**src/inc/emf_regs.svh**
```systemverilog
// Constants of the escaped message framer
// How it works
// - Each frame opens with one marker byte 0x02, and any 0x02 starts a frame except one behind an escape prefix inside a frame.
// - Each frame closes with one marker byte 0x03, which follows the four check-word bytes.
// - The escape prefix byte is 0x1B on both directions.
// - The check word is a 32-bit CRC of four bytes over the original bytes only, not the markers.
// - The sender replaces every 0x02, 0x03 or 0x1B in body and check word by 0x1B and that byte.
// - The sender computes and appends the check word, then escapes, then adds the markers.
// - No bare open or close marker appears between the markers of a frame.
// - Inside a frame the receiver drops each escape prefix and keeps the next byte as data, never as a marker.
// - The receiver checks the check word only over the bytes left after escapes are removed.
// - The receiver uses the unescaped markers to find frame start, check word and frame end.
// - Bytes travel as raw binary, the same whether on a serial line or in video.
`ifndef EMF_REGS_SVH
`define EMF_REGS_SVH
`define EMF_SOF 8'h02
`define EMF_EOF 8'h03
`define EMF_ESC 8'h1B
`define EMF_POLY 32'h04C11DB7
`define EMF_CRC_INIT 32'hFFFFFFFF
`define EMF_CRC_BYTES 3'h4
`define EMF_CRC_LAST 2'h3
`endif

```
**src/inc/emf_pkg.sv**
```systemverilog
// Types of the escaped message framer
package emf_pkg;
  typedef enum logic [2:0] {
    EMF_TX_IDLE = 3'b000,
    EMF_TX_SOF = 3'b001,
    EMF_TX_BODY = 3'b010,
    EMF_TX_CRC = 3'b011,
    EMF_TX_EOF = 3'b100
  } emf_tx_e;
endpackage

```
**src/rtl/emf_crc.sv**
```systemverilog
// Byte-wide CRC-32 update step
`timescale 1ns/1ps
`include "emf_regs.svh"
module emf_crc (
  input wire logic [31:0] crc_in,
  input wire logic [7:0] data,
  output logic [31:0] crc_out
);
  // MSB first, non-reflected
  always_comb begin
    logic [31:0] c;
    c = crc_in;
    for (int i = 7; i >= 0; i--) begin
      if (c[31] ^ data[i]) begin
        c = {c[30:0], 1'b0} ^ `EMF_POLY;
      end else begin
        c = {c[30:0], 1'b0};
      end
    end
    crc_out = c;
  end
endmodule

```
**src/rtl/emf_framer.sv**
```systemverilog
// Escaped message framer and deframer
`timescale 1ns/1ps
`include "emf_regs.svh"
module emf_framer (
  input wire logic mclk,
  input wire logic rst_b,
  input wire logic [7:0] tx_data,
  input wire logic tx_valid,
  input wire logic tx_last,
  output logic tx_ready,
  output logic [7:0] line_tx_data,
  output logic line_tx_valid,
  input wire logic line_tx_ready,
  input wire logic [7:0] line_rx_data,
  input wire logic line_rx_valid,
  output logic [7:0] rx_data,
  output logic rx_valid,
  output logic rx_sof,
  output logic rx_good,
  output logic rx_error
);
  // ****************************************
  // Transmit side
  // ****************************************
  function automatic logic is_reserved(input logic [7:0] b);
    is_reserved = (b == `EMF_SOF) || (b == `EMF_EOF) || (b == `EMF_ESC);
  endfunction

  emf_pkg::emf_tx_e tx_st_q;
  logic [31:0] tx_crc_q;
  logic [31:0] tx_crc_d;
  logic [7:0] tx_hold_q;
  logic tx_esc_q;
  logic tx_last_q;
  logic [1:0] tx_idx_q;
  logic tx_busy_q;
  logic [7:0] tx_crc_byte;
  logic line_free;
  logic tx_take;

  emf_crc u_tx_crc (
    .crc_in(tx_crc_q),
    .data(tx_data),
    .crc_out(tx_crc_d)
  );

  assign line_free = !line_tx_valid || line_tx_ready;
  assign tx_crc_byte = tx_crc_q[31:24];
  assign tx_take = tx_valid && tx_ready;

  always_ff @(posedge mclk or negedge rst_b) begin
    if (!rst_b) begin
      tx_st_q <= emf_pkg::EMF_TX_IDLE;
      tx_crc_q <= `EMF_CRC_INIT;
      tx_hold_q <= 8'h00;
      tx_esc_q <= 1'b0;
      tx_last_q <= 1'b0;
      tx_idx_q <= 2'h0;
      tx_busy_q <= 1'b0;
      tx_ready <= 1'b0;
      line_tx_data <= 8'h00;
      line_tx_valid <= 1'b0;
    end else begin
      if (line_tx_valid && line_tx_ready) begin
        line_tx_valid <= 1'b0;
      end
      tx_ready <= 1'b0;
      unique case (tx_st_q)
        emf_pkg::EMF_TX_IDLE: begin
          if (tx_valid) begin
            tx_st_q <= emf_pkg::EMF_TX_SOF;
          end
        end
        emf_pkg::EMF_TX_SOF: begin
          if (line_free) begin
            line_tx_data <= `EMF_SOF;
            line_tx_valid <= 1'b1;
            tx_crc_q <= `EMF_CRC_INIT;
            tx_busy_q <= 1'b0;
            tx_st_q <= emf_pkg::EMF_TX_BODY;
          end
        end
        emf_pkg::EMF_TX_BODY: begin
          if (tx_take) begin
            tx_crc_q <= tx_crc_d;
            tx_hold_q <= tx_data;
            tx_esc_q <= is_reserved(tx_data);
            tx_last_q <= tx_last;
            tx_busy_q <= 1'b1;
          end else if (tx_busy_q && line_free) begin
            line_tx_valid <= 1'b1;
            if (tx_esc_q) begin
              line_tx_data <= `EMF_ESC;
              tx_esc_q <= 1'b0;
            end else begin
              line_tx_data <= tx_hold_q;
              tx_busy_q <= 1'b0;
              if (tx_last_q) begin
                tx_st_q <= emf_pkg::EMF_TX_CRC;
                tx_idx_q <= 2'h0;
              end
            end
          end else if (!tx_busy_q && !tx_ready) begin
            tx_ready <= 1'b1;
          end
        end
        emf_pkg::EMF_TX_CRC: begin
          if (line_free) begin
            line_tx_valid <= 1'b1;
            if (is_reserved(tx_crc_byte) && !tx_esc_q) begin
              line_tx_data <= `EMF_ESC;
              tx_esc_q <= 1'b1;
            end else begin
              line_tx_data <= tx_crc_byte;
              tx_esc_q <= 1'b0;
              tx_crc_q <= {tx_crc_q[23:0], 8'h00};
              tx_idx_q <= tx_idx_q + 2'h1;
              if (tx_idx_q == `EMF_CRC_LAST) begin
                tx_st_q <= emf_pkg::EMF_TX_EOF;
              end
            end
          end
        end
        emf_pkg::EMF_TX_EOF: begin
          if (line_free) begin
            line_tx_data <= `EMF_EOF;
            line_tx_valid <= 1'b1;
            tx_st_q <= emf_pkg::EMF_TX_IDLE;
          end
        end
        default: begin
          tx_st_q <= emf_pkg::EMF_TX_IDLE;
        end
      endcase
    end
  end

  // ****************************************
  // Receive side
  // ****************************************
  logic rx_in_q;
  logic rx_esc_q;
  logic [31:0] rx_crc_q;
  logic [31:0] rx_crc_d;
  logic [7:0] rx_byte;
  logic rx_data_in;
  logic [2:0] rx_cnt_q;

  assign rx_byte = line_rx_data;
  assign rx_data_in = line_rx_valid && rx_in_q &&
                      (rx_esc_q || ((rx_byte != `EMF_ESC) && (rx_byte != `EMF_SOF) &&
                                    (rx_byte != `EMF_EOF)));

  emf_crc u_rx_crc (
    .crc_in(rx_crc_q),
    .data(rx_byte),
    .crc_out(rx_crc_d)
  );

  always_ff @(posedge mclk or negedge rst_b) begin
    if (!rst_b) begin
      rx_in_q <= 1'b0;
      rx_esc_q <= 1'b0;
      rx_crc_q <= `EMF_CRC_INIT;
      rx_cnt_q <= 3'h0;
      rx_data <= 8'h00;
      rx_valid <= 1'b0;
      rx_sof <= 1'b0;
      rx_good <= 1'b0;
      rx_error <= 1'b0;
    end else begin
      rx_valid <= 1'b0;
      rx_sof <= 1'b0;
      rx_good <= 1'b0;
      rx_error <= 1'b0;
      if (line_rx_valid) begin
        if (rx_esc_q) begin
          rx_esc_q <= 1'b0;
        end else if (rx_byte == `EMF_ESC) begin
          rx_esc_q <= rx_in_q;
        end else if (rx_byte == `EMF_SOF) begin
          rx_error <= rx_in_q;
          rx_in_q <= 1'b1;
          rx_sof <= 1'b1;
          rx_crc_q <= `EMF_CRC_INIT;
          rx_cnt_q <= 3'h0;
        end else if (rx_byte == `EMF_EOF && rx_in_q) begin
          rx_in_q <= 1'b0;
          if (rx_cnt_q == `EMF_CRC_BYTES && rx_crc_q == 32'h00000000) begin
            rx_good <= 1'b1;
          end else begin
            rx_error <= 1'b1;
          end
        end
        if (rx_data_in) begin
          rx_crc_q <= rx_crc_d;
          rx_data <= rx_byte;
          rx_valid <= 1'b1;
          if (rx_cnt_q != `EMF_CRC_BYTES) begin
            rx_cnt_q <= rx_cnt_q + 3'h1;
          end
        end
      end
    end
  end

  // ****************************************
  // Checks
  // ****************************************
  // Next line byte is the literal behind an escape prefix
  logic tx_lit_q;

  always_ff @(posedge mclk or negedge rst_b) begin
    if (!rst_b) begin
      tx_lit_q <= 1'b0;
    end else if (line_tx_valid && line_tx_ready) begin
      tx_lit_q <= !tx_lit_q && (line_tx_data == `EMF_ESC);
    end
  end

  sof_first_a: assert property (@(posedge mclk) disable iff (!rst_b)
    (tx_st_q == emf_pkg::EMF_TX_SOF && line_free) |=> line_tx_data == `EMF_SOF)
    else $error("open marker not sent");
  eof_last_a: assert property (@(posedge mclk) disable iff (!rst_b)
    (tx_st_q == emf_pkg::EMF_TX_EOF && line_free) |=>
    (line_tx_data == `EMF_EOF && tx_st_q == emf_pkg::EMF_TX_IDLE))
    else $error("close marker not sent");
  esc_pair_a: assert property (@(posedge mclk) disable iff (!rst_b)
    (line_tx_valid && line_tx_ready && !tx_lit_q && line_tx_data == `EMF_ESC) |=>
    (line_tx_valid && is_reserved(line_tx_data)))
    else $error("escape not followed by reserved byte");
  lit_reserved_a: assert property (@(posedge mclk) disable iff (!rst_b)
    (line_tx_valid && line_tx_ready && tx_lit_q) |-> is_reserved(line_tx_data))
    else $error("escape prefix before plain byte");
  crc_after_a: assert property (@(posedge mclk) disable iff (!rst_b)
    (tx_st_q == emf_pkg::EMF_TX_CRC) |-> (tx_last_q && !tx_busy_q))
    else $error("check word without body");
  rx_esc_keep_a: assert property (@(posedge mclk) disable iff (!rst_b)
    (rx_esc_q && line_rx_valid) |=> (rx_valid && !rx_sof && rx_data == $past(line_rx_data)))
    else $error("escaped byte lost");
  rx_sof_sync_a: assert property (@(posedge mclk) disable iff (!rst_b)
    (line_rx_valid && !rx_esc_q && line_rx_data == `EMF_SOF) |=> (rx_sof && rx_in_q))
    else $error("open marker not taken");
  rx_abort_a: assert property (@(posedge mclk) disable iff (!rst_b)
    (line_rx_valid && !rx_esc_q && rx_in_q && line_rx_data == `EMF_SOF) |=> rx_error)
    else $error("mid-frame open not flagged");
  rx_check_a: assert property (@(posedge mclk) disable iff (!rst_b)
    rx_good |-> ($past(rx_crc_q) == 32'h00000000 && !rx_error))
    else $error("good frame with bad check");
  tx_hold_a: assert property (@(posedge mclk) disable iff (!rst_b)
    (line_tx_valid && !line_tx_ready) |=> (line_tx_valid && $stable(line_tx_data)))
    else $error("line byte dropped under stall");
  good_frame_c: cover property (@(posedge mclk) disable iff (!rst_b) rx_good);
  bad_frame_c: cover property (@(posedge mclk) disable iff (!rst_b) rx_error);
  tx_escape_c: cover property (@(posedge mclk) disable iff (!rst_b)
    tx_st_q == emf_pkg::EMF_TX_CRC && tx_esc_q);
endmodule

```
**config.mk**
```make
export PLATFORM = sky130hd
export DESIGN_NAME = emf_framer
export DESIGN_NICKNAME = d
export VERILOG_FILES = /design/src/inc/emf_pkg.sv /design/src/rtl/emf_crc.sv /design/src/rtl/emf_framer.sv
export VERILOG_INCLUDE_DIRS = /design/src /design/src/inc
export SDC_FILE = /design/constraint.sdc
export NUM_CORES = 1
export LEC_CHECK = 0
export ABC_AREA = 1
export BUFFER_PORTS_ARGS = -buffer_cell sky130_fd_sc_hd__buf_2
export CORE_UTILIZATION = 32
export DETAILED_ROUTE_END_ITERATION = 12
export GPL_TIMING_DRIVEN = 0
export REMOVE_ABC_BUFFERS = 1
export SYNTH_ARGS = -nofsm -noshare
export SYNTH_HDL_FRONTEND = slang
export SYNTH_SLANG_ARGS = --single-unit
export TNS_END_PERCENT = 20
```
**constraint.sdc**
```tcl
create_clock -name mclk -period 3.4 [get_ports mclk]
set_input_delay 0.68 -clock mclk [delete_from_list [all_inputs] [get_ports mclk]]
set_output_delay 0.68 -clock mclk [all_outputs]
set_load 0.03 [all_outputs]
```
==> summary.txt <==
DRT iter0 DRCs -> 417
slowest cell on the critical path -> dfrtp_2
Critical Path AT -> 3.11 ns
f_max -> 0.353 GHz
Routed Antenna Nets -> 0
clk root buf -> clkbuf_16
number of post-CTS setup repair buffers -> 0
met1 Use GR -> 24.0%
synth unique cells -> 52
Ports -> 44
Synth area leader -> dfstp_2
post-route cell area -> 7870 um^2
min cycle time layout -> 2.83 ns
Clk pwr share -> 13.4%
Wirelength per Cell -> 14.4 um
Final #Nets -> 1,058
Synth Cell Area -> 7070 um^2
largest net degree at the start of global routing -> 94
met3 Use GR -> 3.06%
clk sinks -> 107
Final setup viols -> 0
first-pass GRT wire length -> 30,700 um
CTS H-tree lvls -> 3
Post-synth top flop -> dfstp_2
vias per inst -> 4.90
number of global-route vias before repair -> 5,838
Setup WS pre-CTS -> 0.285 ns
Crit Path Max Fanout -> 25
VDD IR max -> 311 uV
Slew @ Worst Pin -> 1.20 ns
Initial Util -> 32.5%
layout cells sized above 1 -> 14.9%
final hold slack -> 0.340 ns
P_int -> 4160 uW
grt ovf -> 0
Setup crit start kind -> flip-flop
die height -> 151 um
max-cap violation count -> 0
die span in x -> 151 um
pins over their slew limit -> 0
Mapped Avg Cell Area -> 7.10 um^2
post-synth top area share -> 23.8%
Final HPWL DP -> 13,200 um
Clock Path Buffers -> 2
Switching Power -> 4010 uW
Core Area -> 21,800 um^2
Pwr Density -> 1040 nW/um^2
Crit Path Class -> reg2reg
PortBufs -> 43
grt peak-use layer -> met2
Warnings, synthesis -> 0
via count -> 6,462
Sw Ratio -> 49.0%
gr usage total -> 17.3%
CTS buffer count -> 9
Logic pwr share -> 55.3%
CP dominant cell by count -> inv_2
register area share after synthesis -> 39.0%
Hold Violations, Final -> 0
#FFs+latches synth -> 107
# rows -> 54
Setup TNS Final -> 0 ns
clk_skew -> 0.0133 ns
DRC viols -> 0
Area contributors post-synth -> dfstp_2 24%, nand2_1 18%, dfrtp_1 15%, inv_1 6.7%, xor2_1 6.6%
synthesized instance count -> 996
relative slew slack -> 19.9%
Clk Latency, worst-skew pair -> 0.36 ns
die area -> 22,700 um^2
Post-synth EDFFs -> 0
Total Power -> 8170 uW
TritonRoute pass-1 iters -> 5
Worst Slack Setup Final -> 0.568 ns
# diodes -> 0
Flop pwr share -> 31.3%
RSZ-0062 raised after global routing -> no
Static Leak -> 0.00406 uW
GR Util met2 -> 27.9%
commonest non-fill, non-tap cells in the layout -> 344 x nand2_1, 126 x inv_1, 66 x nor2_1, 64 x dfstp_2
Synth async-reset ratio -> 100%
wirelength, routed -> 19,000 um
CTS tree -> done
final critical-path share of the clock period -> 83.3%
commonest non-fill, non-tap cell in the layout -> nand2_1
routability cong. -> 0.811
status -> finished, final reports clean
CTS clock-pin slew for the worst setup and hold paths -> 0.08 ns
antenna violations before repair -> 0
Hold Path Class -> in2async
crit path capture type -> flip-flop
critical path cell sequence -> inv_2, nor2_1, a22oi_1, nand3_2, inv_2, nand2_1, o21ai_0
CP required -> 3.67 ns
area delta synth->final -> 11.4%
max incr delay on CP -> 0.60 ns
Post-DP Area -> 7570 um^2
==> area by class of cell <==
type,count,area (um^2)
Timing Repair Buffer,44,249
Inverter,132,495
Multi-Input combinational cell,739,3720
Fill cell,2323,13900
Tap cell,280,350
Clock inverter,7,75.1
Clock buffer,9,225
Sequential cell,107,2760
==> path summary, 6_finish.rpt <==
kind	startpoint	endpoint	slack [ns]	depth (start not counted)
setup / recovery	tx_st_q[0]$_DFFE_PN0P_	tx_crc_q[1]$_DFFE_PN1P_	0.57	7
hold / removal	rst_b	rx_crc_q[26]$_DFFE_PN1P_	0.34	1
setup reg to reg	tx_st_q[0]$_DFFE_PN0P_	tx_crc_q[1]$_DFFE_PN1P_	0.57	7
hold reg to reg	tx_ready$_DFF_PN0_	tx_ready$_DFF_PN0_	0.46	1
max in group asynchronous	rst_b	rx_crc_q[8]$_DFFE_PN1P_	2.52	2
min in group mclk	tx_ready$_DFF_PN0_	tx_ready$_DFF_PN0_	0.46	1
==> metal layers <==
layer | wire [um] | share of wire (%)
met5 | 0 | 0
met4 | 179 | 0.94
met3 | 873 | 4.6
met2 | 8670 | 46
met1 | 9290 | 49
==> critical path: cells and delay by family, from the launching register on <==
kind	cells	cell delay, ns
AO/OA/AOI/OAI	2	0.51
AND/OR/NAND/NOR	3	0.85
flip-flops	1	0.60
buffers and inverters	2	0.77
==> cells in the mapped netlist (all sizes together) (2+ instances only) <==
cell type,instances
a22oi,6
o21bai,2
nor2,68
clkbuf,6
inv,132
o22ai,15
dfstp,64
nand4,4
nand3,67
xor2,54
o2111ai,2
nor4,6
o21ai,64
ha,3
nand2,355
dfrtp,43
buf,12
o211ai,5
a21boi,9
a2bb2oi,2
nor3,7
xnor2,12
a21oi,39
or2,5
o32ai,2
==> metrics by stage <==
step                      instances  util (%)
after CTS                      1318      36.2
after global placement         1301      34.7
after floorplan                 978         -
after detailed placement       1302      34.8
after global routing           1318      36.2
final                          1318      36.2
==> cell families (layout without fill, tap and decap cells) <==
kind of cell	count (synthesis)	in the layout	synth area share, %
buf+inv	150	192	8.37
simple gates	516	516	30.4
mux	1	1	0.159
flops	107	107	39.0
fa+ha+maj	3	3	0.531
xor+xnor	67	67	9.03
compound gates	152	152	12.5
==> power by group through the flow <==
stage          Combinational, uW  Sequential [uW]  Clock [uW]
2_1_floorplan               3310             2570           0
3_3_place_gp                4400             2560           0
3_5_place_dp                4460             2570           0
4_1_cts                     4490             2550        1120
5_1_grt                     5080             2640        1170
6_report                    4510             2560        1100
==> registers in the layout (all words and copies together), names as in the netlist <==
name,flops
rx_good,1
tx_hold_q,8
rx_error,1
rx_in_q,1
line_tx_data,8
tx_esc_q,1
tx_st_q,3
line_tx_valid,1
rx_esc_q,1
rx_cnt_q,3
tx_busy_q,1
rx_data,8
tx_ready,1
tx_crc_q,32
tx_last_q,1
rx_sof,1
tx_idx_q,2
rx_valid,1
rx_crc_q,32
==> repair_timing <==
action,in CTS,in global routing
hold buffers,0,0
setup endpoints to repair,0,1
resized for setup,0,1
No activity file was read; power rests on OpenSTA's default activity.
